File: src/verilog/fault_timer_pkg.sv
// Constants, types and field layout of the windowed fault timer.
// Assumes an APB slave with 32-bit data and a 40 MHz pclk.
package fault_timer_pkg;

    localparam logic [11:0] CTRL_OFFSET      = 12'h000;
    localparam logic [11:0] MODE_OFFSET      = 12'h004;
    localparam logic [11:0] STATUS_OFFSET    = 12'h008;
    localparam logic [7:0]  CTRL_RESET       = 8'h7F;
    localparam int          ACT_BIT          = 7;
    localparam int          TOP_BIT          = 6;
    localparam int          PRESCALE_CYCLES  = 12288;
    localparam int          WAKE_CYCLES      = 4096;
    localparam int          CLK_MHZ          = 40;
    localparam int          RESET_PULSE_NS   = 500;
    // Longest time rounds down, at least one cycle
    localparam int          RESET_PULSE_CYC  = (RESET_PULSE_NS * CLK_MHZ / 1000) < 1 ? 1
                                               : (RESET_PULSE_NS * CLK_MHZ / 1000);

    typedef enum logic [1:0] {
        RUN,
        HALT_TAIL,
        HALT_STOP,
        WAKE_DELAY
    } power_state_e;

    typedef struct packed {
        logic always_on;
        logic halt_reset_option;
        logic osc_interrupt_enable;
    } mode_cfg_s;

endpackage

File: src/verilog/fault_prescaler.sv
// Prescaler, counting only while run is high, producing a one-cycle tick.
// Assumes a single clock; never cleared by register writes.
`timescale 1ns/1ps
`default_nettype none
module fault_prescaler
(
    input  wire logic pclk,
    input  wire logic presetn,
    input  wire logic run,
    output logic      tick
);

    logic [13:0] count_r;

    // Count when allowed, wrap at end of period
    always_ff @(posedge pclk or negedge presetn)
    begin
        if (!presetn)
            count_r <= 14'h0000;
        else if (run)
        begin
            if (count_r == 14'(fault_timer_pkg::PRESCALE_CYCLES - 1))
                count_r <= 14'h0000;
            else
                count_r <= count_r + 14'h0001;
        end
    end

    assign tick = run && (count_r == 14'(fault_timer_pkg::PRESCALE_CYCLES - 1));

endmodule
`default_nettype wire

File: src/verilog/windowed_fault_timer.sv
// Windowed fault timer: 7-bit down-counter with reset generation.
// Assumes APB master on pclk; halt and wake events synchronous to pclk.
//
// Implementation choices: the APB slave port and the placing of the registers.
`timescale 1ns/1ps
`default_nettype none
module windowed_fault_timer
(
    input  wire logic        pclk,
    input  wire logic        presetn,
    input  wire logic        psel,
    input  wire logic        penable,
    input  wire logic        pwrite,
    input  wire logic [11:0] paddr,
    input  wire logic [31:0] pwdata,
    input  wire logic [3:0]  pstrb,
    output logic      [31:0] prdata,
    output logic             pready,
    output logic             pslverr,
    input  wire logic        halt_instr,
    input  wire logic        ext_interrupt,
    input  wire logic        osc_interrupt,
    output logic             halt_blocked,
    output logic             mcu_reset_n
);

    ////////////////////////////////////////////////////////////////
    // Registers and decode

    logic [7:0]                      ctrl_r;
    fault_timer_pkg::mode_cfg_s      mode_r;
    fault_timer_pkg::power_state_e   pstate_r;
    logic [12:0]                     wake_cnt_r;
    logic [4:0]                      pulse_cnt_r;
    logic                            active;
    logic                            wr_en;
    logic                            wr_ctrl;
    logic                            tick;
    logic                            count_run;
    logic                            expire;
    logic                            halt_reset;

    assign wr_en   = psel && penable && pwrite;
    assign wr_ctrl = wr_en && (paddr == fault_timer_pkg::CTRL_OFFSET) && pstrb[0];
    assign pready  = 1'b1;
    assign pslverr = 1'b0;

    // Always-on option overrides activation bit
    assign active = mode_r.always_on || ctrl_r[fault_timer_pkg::ACT_BIT];

    ////////////////////////////////////////////////////////////////
    // Prescaler

    // Counting stops only in halt stop and wake delay; wait mode is ignored
    assign count_run = (pstate_r == fault_timer_pkg::RUN) ||
                       (pstate_r == fault_timer_pkg::HALT_TAIL);

    fault_prescaler u_prescaler
    (
        .pclk    (pclk),
        .presetn (presetn),
        .run     (count_run),
        .tick    (tick)
    );

    ////////////////////////////////////////////////////////////////
    // Control register

    // Write loads bits 6:0 and can only set bit 7; activation sticks once set
    always_ff @(posedge pclk or negedge presetn)
    begin
        if (!presetn)
            ctrl_r <= fault_timer_pkg::CTRL_RESET;
        else if (wr_ctrl)
            ctrl_r <= {ctrl_r[7] | pwdata[7], pwdata[6:0]};
        else if (tick)
            ctrl_r <= {ctrl_r[7], ctrl_r[6:0] - 7'h01};
    end

    // Mode options written by software
    always_ff @(posedge pclk or negedge presetn)
    begin
        if (!presetn)
            mode_r <= '0;
        else if (wr_en && (paddr == fault_timer_pkg::MODE_OFFSET) && pstrb[0])
            mode_r <= fault_timer_pkg::mode_cfg_s'(pwdata[2:0]);
    end

    // Read mux: count visible, unmapped reads zero
    always_ff @(posedge pclk or negedge presetn)
    begin
        if (!presetn)
            prdata <= 32'h00000000;
        else if (psel && !penable && !pwrite)
        begin
            unique case (paddr)
                fault_timer_pkg::CTRL_OFFSET:   prdata <= {24'h000000, ctrl_r};
                fault_timer_pkg::MODE_OFFSET:   prdata <= {29'h0, mode_r};
                fault_timer_pkg::STATUS_OFFSET: prdata <= {30'h0, pstate_r};
                default:                        prdata <= 32'h00000000;
            endcase
        end
    end

    ////////////////////////////////////////////////////////////////
    // Power state

    // Halt with reset option fires instead of halting while active, unless oscillator interrupt is enabled
    assign halt_reset = halt_instr && (pstate_r == fault_timer_pkg::RUN) && active &&
                        !mode_r.osc_interrupt_enable && mode_r.halt_reset_option;
    assign halt_blocked = halt_reset;

    always_ff @(posedge pclk or negedge presetn)
    begin
        if (!presetn)
            pstate_r <= fault_timer_pkg::RUN;
        else
        begin
            unique case (pstate_r)
                fault_timer_pkg::RUN:
                    if (halt_instr && !halt_reset)
                        pstate_r <= mode_r.osc_interrupt_enable ? fault_timer_pkg::HALT_STOP
                                                                : fault_timer_pkg::HALT_TAIL;
                fault_timer_pkg::HALT_TAIL:
                    if (ext_interrupt)
                        pstate_r <= fault_timer_pkg::WAKE_DELAY;
                    else if (tick)
                        pstate_r <= fault_timer_pkg::HALT_STOP;
                fault_timer_pkg::HALT_STOP:
                    if (ext_interrupt || (mode_r.osc_interrupt_enable && osc_interrupt))
                        pstate_r <= fault_timer_pkg::WAKE_DELAY;
                fault_timer_pkg::WAKE_DELAY:
                    if (wake_cnt_r == 13'(fault_timer_pkg::WAKE_CYCLES - 1))
                        pstate_r <= fault_timer_pkg::RUN;
            endcase
        end
    end

    // Wake delay counter
    always_ff @(posedge pclk or negedge presetn)
    begin
        if (!presetn)
            wake_cnt_r <= 13'h0000;
        else if (pstate_r == fault_timer_pkg::WAKE_DELAY)
            wake_cnt_r <= wake_cnt_r + 13'h0001;
        else
            wake_cnt_r <= 13'h0000;
    end

    ////////////////////////////////////////////////////////////////
    // Reset generation

    // Expiry on top bit clear while active outside halt stop and wake delay, or halt reset
    assign expire = (active && !ctrl_r[fault_timer_pkg::TOP_BIT] &&
                     (pstate_r != fault_timer_pkg::HALT_STOP) &&
                     (pstate_r != fault_timer_pkg::WAKE_DELAY)) || halt_reset;

    always_ff @(posedge pclk or negedge presetn)
    begin
        if (!presetn)
            pulse_cnt_r <= 5'h00;
        else if (pulse_cnt_r != 5'h00)
            pulse_cnt_r <= pulse_cnt_r - 5'h01;
        else if (expire)
            pulse_cnt_r <= 5'(fault_timer_pkg::RESET_PULSE_CYC);
    end

    assign mcu_reset_n = (pulse_cnt_r == 5'h00);

    ////////////////////////////////////////////////////////////////
    // Assertions

    a_expire_pulse: assert property (@(posedge pclk) disable iff (!presetn)
        (pulse_cnt_r == 5'h00 && expire) |=> !mcu_reset_n [*8])
        else $error("reset pulse not started on expiry");

    a_act_sticky: assert property (@(posedge pclk) disable iff (!presetn)
        ctrl_r[7] |=> ctrl_r[7])
        else $error("activation bit cleared without reset");

    a_soft_reset: assert property (@(posedge pclk) disable iff (!presetn)
        (wr_ctrl && pwdata[7:6] == 2'b10 && pstate_r == fault_timer_pkg::RUN && pulse_cnt_r == 5'h00)
        |=> ##1 !mcu_reset_n)
        else $error("software reset not generated");

    a_write_load: assert property (@(posedge pclk) disable iff (!presetn)
        wr_ctrl |=> ctrl_r[6:0] == $past(pwdata[6:0]))
        else $error("control write not loaded");

    a_tick_dec: assert property (@(posedge pclk) disable iff (!presetn)
        (tick && !wr_ctrl) |=> ctrl_r[6:0] == $past(ctrl_r[6:0]) - 7'h01)
        else $error("count not decremented on tick");

    a_halt_frozen: assert property (@(posedge pclk) disable iff (!presetn)
        (pstate_r == fault_timer_pkg::HALT_STOP && !wr_ctrl) |=> $stable(ctrl_r[6:0]))
        else $error("counter moved while halted");

    a_inactive_quiet: assert property (@(posedge pclk) disable iff (!presetn)
        (!active && !halt_reset && pulse_cnt_r == 5'h00) |=> mcu_reset_n)
        else $error("reset while inactive");

    a_wake_delay: assert property (@(posedge pclk) disable iff (!presetn)
        (pstate_r == fault_timer_pkg::HALT_STOP && ext_interrupt) |=>
        pstate_r == fault_timer_pkg::WAKE_DELAY [*8])
        else $error("wake delay too short");

    a_halt_reset: assert property (@(posedge pclk) disable iff (!presetn)
        (halt_reset && pulse_cnt_r == 5'h00) |=> !mcu_reset_n)
        else $error("halt reset missing");

    ////////////////////////////////////////////////////////////////
    // Assertion helpers

    logic [14:0] tick_gap_r;  // Cycles since last prescaler tick
    logic [5:0]  low_run_r;   // Length of current reset pulse

    // Cycles counted since the last prescaler tick
    always_ff @(posedge pclk or negedge presetn)
    begin
        if (!presetn)
            tick_gap_r <= 15'h0000;
        else if (tick)
            tick_gap_r <= 15'h0000;
        else if (count_run)
            tick_gap_r <= tick_gap_r + 15'h0001;
    end

    // Cycles the reset request has been low
    always_ff @(posedge pclk or negedge presetn)
    begin
        if (!presetn)
            low_run_r <= 6'h00;
        else if (!mcu_reset_n)
            low_run_r <= low_run_r + 6'h01;
        else
            low_run_r <= 6'h00;
    end

    ////////////////////////////////////////////////////////////////
    // Prescaler and reset pulse checks

    // Tick only after a full prescaler period
    a_tick_period: assert property (@(posedge pclk) disable iff (!presetn)
        tick |-> tick_gap_r == 15'(fault_timer_pkg::PRESCALE_CYCLES - 1))
        else $error("prescaler period wrong");

    // Gap never runs past one period
    a_prescale_bound: assert property (@(posedge pclk) disable iff (!presetn)
        tick_gap_r < 15'(fault_timer_pkg::PRESCALE_CYCLES))
        else $error("prescaler tick missed");

    // No tick while counting is frozen
    a_tick_halted: assert property (@(posedge pclk) disable iff (!presetn)
        !count_run |-> !tick)
        else $error("tick while frozen");

    // Reset pulse never longer than its width
    a_pulse_length: assert property (@(posedge pclk) disable iff (!presetn)
        !mcu_reset_n |-> low_run_r < 6'(fault_timer_pkg::RESET_PULSE_CYC))
        else $error("reset pulse too long");

    // Reset pulse ends only after its full width
    a_pulse_full: assert property (@(posedge pclk) disable iff (!presetn)
        $rose(mcu_reset_n) |-> low_run_r == 6'(fault_timer_pkg::RESET_PULSE_CYC))
        else $error("reset pulse too short");

    // Top bit set keeps the reset quiet
    a_no_early_fire: assert property (@(posedge pclk) disable iff (!presetn)
        (active && ctrl_r[fault_timer_pkg::TOP_BIT] && !halt_reset && pulse_cnt_r == 5'h00) |=> mcu_reset_n)
        else $error("reset with top bit set");

    // Always-on option fires without activation bit
    a_always_on: assert property (@(posedge pclk) disable iff (!presetn)
        (mode_r.always_on && !ctrl_r[fault_timer_pkg::TOP_BIT] && pstate_r == fault_timer_pkg::RUN &&
         pulse_cnt_r == 5'h00) |=> !mcu_reset_n)
        else $error("always-on expiry missing");

    ////////////////////////////////////////////////////////////////
    // Power state checks

    // Plain halt keeps counting for one more tick
    a_halt_entry: assert property (@(posedge pclk) disable iff (!presetn)
        (pstate_r == fault_timer_pkg::RUN && halt_instr && !halt_reset && !mode_r.osc_interrupt_enable)
        |=> pstate_r == fault_timer_pkg::HALT_TAIL)
        else $error("halt not entered");

    // Active halt freezes at once
    a_active_entry: assert property (@(posedge pclk) disable iff (!presetn)
        (pstate_r == fault_timer_pkg::RUN && halt_instr && mode_r.osc_interrupt_enable)
        |=> pstate_r == fault_timer_pkg::HALT_STOP)
        else $error("active halt not entered");

    // Last tick of the halt tail stops the counter
    a_tail_stop: assert property (@(posedge pclk) disable iff (!presetn)
        (pstate_r == fault_timer_pkg::HALT_TAIL && tick && !ext_interrupt)
        |=> pstate_r == fault_timer_pkg::HALT_STOP)
        else $error("halt tail did not stop");

    // Oscillator wake only in active halt
    a_osc_wake: assert property (@(posedge pclk) disable iff (!presetn)
        (pstate_r == fault_timer_pkg::HALT_STOP && mode_r.osc_interrupt_enable && osc_interrupt)
        |=> pstate_r == fault_timer_pkg::WAKE_DELAY)
        else $error("oscillator wake missed");

    // Plain halt ignores the oscillator
    a_osc_ignored: assert property (@(posedge pclk) disable iff (!presetn)
        (pstate_r == fault_timer_pkg::HALT_STOP && !mode_r.osc_interrupt_enable && !ext_interrupt)
        |=> pstate_r == fault_timer_pkg::HALT_STOP)
        else $error("halt left without wake");

    // Wake delay held until its count ends
    a_wake_hold: assert property (@(posedge pclk) disable iff (!presetn)
        (pstate_r == fault_timer_pkg::WAKE_DELAY && wake_cnt_r != 13'(fault_timer_pkg::WAKE_CYCLES - 1))
        |=> pstate_r == fault_timer_pkg::WAKE_DELAY)
        else $error("wake delay cut short");

    // Counting resumes only after the full delay
    a_wake_resume: assert property (@(posedge pclk) disable iff (!presetn)
        (pstate_r == fault_timer_pkg::RUN && $past(pstate_r) == fault_timer_pkg::WAKE_DELAY)
        |-> $past(wake_cnt_r) == 13'(fault_timer_pkg::WAKE_CYCLES - 1))
        else $error("wake delay length wrong");

    // No reset while frozen or waking
    a_halt_quiet: assert property (@(posedge pclk) disable iff (!presetn)
        (((pstate_r == fault_timer_pkg::HALT_STOP) || (pstate_r == fault_timer_pkg::WAKE_DELAY)) &&
         pulse_cnt_r == 5'h00) |=> mcu_reset_n)
        else $error("reset while halted");

    ////////////////////////////////////////////////////////////////
    // Register bus checks

    // Count moves only on a write or a tick
    a_ctrl_hold: assert property (@(posedge pclk) disable iff (!presetn)
        (!wr_ctrl && !tick) |=> $stable(ctrl_r))
        else $error("control changed unprompted");

    // Mode write lands in one cycle
    a_mode_load: assert property (@(posedge pclk) disable iff (!presetn)
        (wr_en && paddr == fault_timer_pkg::MODE_OFFSET && pstrb[0]) |=> mode_r == $past(pwdata[2:0]))
        else $error("mode write not loaded");

    // Control read returns the current count
    a_read_count: assert property (@(posedge pclk) disable iff (!presetn)
        (psel && !penable && !pwrite && paddr == fault_timer_pkg::CTRL_OFFSET)
        |=> prdata == {24'h000000, $past(ctrl_r)})
        else $error("control read wrong");

    c_active_halt: cover property (@(posedge pclk) disable iff (!presetn)
        pstate_r == fault_timer_pkg::HALT_STOP && mode_r.osc_interrupt_enable && osc_interrupt);
    c_always_on: cover property (@(posedge pclk) disable iff (!presetn)
        mode_r.always_on && !ctrl_r[fault_timer_pkg::ACT_BIT] && !mcu_reset_n);
    c_expiry: cover property (@(posedge pclk) disable iff (!presetn)
        active && tick && ctrl_r[6:0] == 7'h40);
    c_halt_wake: cover property (@(posedge pclk) disable iff (!presetn)
        pstate_r == fault_timer_pkg::WAKE_DELAY ##1 pstate_r == fault_timer_pkg::RUN);
    c_soft_reset: cover property (@(posedge pclk) disable iff (!presetn)
        wr_ctrl && pwdata[7:6] == 2'b10);

endmodule
`default_nettype wire

File: config.mk
export PLATFORM = sky130hd
export DESIGN_NAME = windowed_fault_timer
export DESIGN_NICKNAME = d
export VERILOG_FILES = /design/src/verilog/fault_timer_pkg.sv /design/src/verilog/fault_prescaler.sv /design/src/verilog/windowed_fault_timer.sv
export SDC_FILE = /design/constraint.sdc
export NUM_CORES = 1
export LEC_CHECK = 0
export ABC_AREA = 1
export BUFFER_PORTS_ARGS = -buffer_cell sky130_fd_sc_hd__buf_4
export CAP_MARGIN = 15
export CORE_MARGIN = 10
export CORE_UTILIZATION = 53
export DETAILED_ROUTE_END_ITERATION = 8
export PLACE_DENSITY = 0.92
export SLEW_MARGIN = 10
export SYNTH_ARGS = -nofsm -noshare
export SYNTH_HDL_FRONTEND = slang
export SYNTH_HIERARCHICAL = 1
export SYNTH_SLANG_ARGS = --single-unit
File: constraint.sdc
create_clock -name pclk -period 2.2 [get_ports pclk]
set_input_delay 0.44 -clock pclk [delete_from_list [all_inputs] [get_ports pclk]]
set_output_delay 0.44 -clock pclk [all_outputs]
set_load 0.02 [all_outputs]
==> flow_summary.yaml <==
cts:
  path_clk_slew_ns: 0.09
  cts_max_level: 2
  clock-sinks: 53
  cts_made_buffers: 5
  root_buffer: "clkbuf_8"
  cts_tree: "yes"
  clk_latency_ns: 0.32
  clockBufferDepth: 2
setup_path:
  required_ns: 2.40
  crit_buf_inv: 3
  cp_slowest_cell: "dfrtp_2"
  cp-start-kind: "flop"
  critPathKind: "reg2reg"
  path_delay_family: "simple AND/OR/NAND/NOR gates"
  path_cells: "inv_1 > ha_2 > or2_4 > nand3_2 > nor2_8 > nand2_1 > clkinv_2 > inv_1 > nand2_1 > a21oi_1 > a21oi_2 > nand2_2 > nand2_1 > nand2_1"
  critPathMaxFanout: 5
  max_stage_delay_ns: 0.45
  arrival_ns: 2.28
  crit_path_end_kind: "flop"
  crit_top_cell: "nand2_1"
synthesis:
  netlist_instances: 450
  synth_cell_type_count: 35
  synth_largest_area_cell: "dfrtp_1"
  netlist_area_um2: 3360
  yosys_warnings: 6
  yosysSeqAreaShare_pct: 39.7
  yosys-top-cells-area: "dfrtp_1 34%, nand2_1 13%, inv_1 7.1%, buf_4 5.8%, nand3_1 5.7%"
  syn_avg_cell_area_um2: 7.47
  yosysTopAreaCellShare_pct: 34.2
  synth-seq-cells: 53
power_and_ir_drop:
  peakVddDrop_mv: 0.524
  p_total_uw: 2870
  powerDensity_nw_per_um2: 766
  p_leak_uw: 0.00199
placement:
  dp_hpwl_um: 5850
  portBuffers: 38
  gp_congestion: 0.897
  placed_cells: 560
layout:
  syn_to_final_growth_pct: 11.2
  layout-drive-gt1-share_pct: 19.6
  antenna-diode-count: 0
  final_cell_mix: "113 x nand2_1, 64 x inv_1, 45 x dfrtp_1"
  fin_util_pct: 62.1
  final_common_cell: "nand2_1"
  finalNonFillerCells: 570
  nets: 559
run_status:
  status: "finished clean"
timing:
  drv_slew: 0
  min_period_over_period_pct: 94.6
  fin_setup_tns_ns: 0
  max_slew_margin_pct: 54.2
  worstMarginPinSlew_ns: 0.687
  fin_skew_ns: 0.00979
  period_needed_ns: 2.08
  fmax_ghz: 0.480
  hold_viol: 0
  setup_viol: 0
routing:
  vias: 3004
  final_antenna_net_count: 0
  firstDrtPassIters: 5
  drc_errors: 0
  via_per_inst: 5.27
  wl_per_cell_um: 13.7
  totalWireLength_um: 7820
  drt-initial-drc-count: 281
global_route:
  overflow: 0
  grt_max_degree: 54
  grt_pass1_wl_um: 13200
  antenna_found_initial: 0
  grt_pass1_vias: 3024
  track_usage_pct: 15.4
die:
  die_h_um: 99.7
  num_io_pins: 92
  die-area_um2: 9930
  die_w_um: 99.7
  core_area_um2: 6030
  start_util_pct: 55.8
  core.rowCount: 28
run:
  max-cap-violations: 0
worst_hold_path:
  hold_class: "in2async"
-- path summary, 6_finish.rpt --
| kind | startpoint | end | slack [ns] | cells past startpoint |
|---|---|---|---|---|
| worst max register to register | pstate_r[0]$_DFFE_PN0P_ | pstate_r[0]$_DFFE_PN0P_ | 0.12 | 14 |
| worst min register to register | wake_cnt_r[0]$_DFF_PN0_ | wake_cnt_r[0]$_DFF_PN0_ | 0.48 | 1 |
| max in group asynchronous | presetn | pstate_r[0]$_DFFE_PN0P_ | 1.56 | 1 |
| worst min-delay path | presetn | mode_r[1]$_DFFE_PN0P_ | 0.17 | 1 |
| min in group pclk | pwdata[7] | ctrl_r[7]$_DFFE_PN0P_ | 0.31 | 3 |
| worst max-delay path | pstate_r[0]$_DFFE_PN0P_ | pstate_r[0]$_DFFE_PN0P_ | 0.12 | 14 |
-- cell usage after synthesis (all sizes together) --
library cell and n:
buf 30, a21oi 13, dfstp 7, nand2 123
o22ai 1, nand3b 2, conb 2, or2 2
xnor2 1, nor2 57, xor2 6, o31ai 4
nand4 10, nand3 42, ha 9, dfrtp 46
o21bai 1, o21ai 20, inv 66, clkinv 2
o21a 1, nor3 4, nor2b 1
-- repair_timing --
item | in CTS | in global routing
hold buffers | 0 | 0
hold endpoints to repair | 0 | 0
buffers inserted | 0 | 2
gates resized for setup | 0 | 4
setup endpoints to repair | 0 | 7
-- metal layers --
layer,up-vias,share of wire (%),global-route usage (%)
met2,118,53,28.2
met4,0,1.8,5.07
met5,-,0,0
li1,1443,-,-
met3,19,6.1,3.94
met1,1424,39,16.6
-- sequential cells by signal (all words and copies together) (netlist names) --
name	cells
u_prescaler/count_r	14
wake_cnt_r	13
ctrl_r	8
prdata	8
pulse_cnt_r	5
mode_r	3
pstate_r	2
-- report_power, final --
group | internal (µW) | switching (µW) | total [µW]
clock network | 257 | 334 | 591
logic | 362 | 658 | 1020
registers | 1120 | 137 | 1260
total | 1740 | 1130 | 2870
-- metrics by stage --
stage                     hold slack (ns)  area (µm²)  setup WS (ns)
after global routing                0.211        3740        -0.0118
after detailed placement            0.466        3620         0.0377
after global placement              0.447        3620          0.107
after floorplan                     0.144        3450          0.159
final                               0.167        3740          0.119
after CTS                           0.185        3710        0.00113
-- worst register-to-register path, cell delays in order, from the launching register on --
cell and delay (ns):
dfrtp_2 0.45, inv_1 0.12, ha_2 0.22, or2_4 0.17
nand3_2 0.14, nor2_8 0.13, nand2_1 0.09, clkinv_2 0.06
inv_1 0.04, nand2_1 0.05, a21oi_1 0.07, a21oi_2 0.17
nand2_2 0.08, nand2_1 0.08, nand2_1 0.06
-- logic make-up after synthesis --
| group | share of synthesized area (%) |
|---|---|
| xor+xnor | 1.82 |
| buf+inv | 14.6 |
| fa+ha+maj | 3.35 |
| other cells | 0.223 |
| simple gates | 33.9 |
| flops | 39.7 |
| compound gates | 6.44 |
-- cell type report --
class	instances	area, µm²
Fill cell	472	2290
Multi-Input combinational cell	323	1640
Timing Repair Buffer	43	323
Tap cell	75	93.8
Clock inverter	1	7.51
Clock buffer	7	86.3
Sequential cell	53	1340
Inverter	68	256
Power figures use the tool's default switching activity.
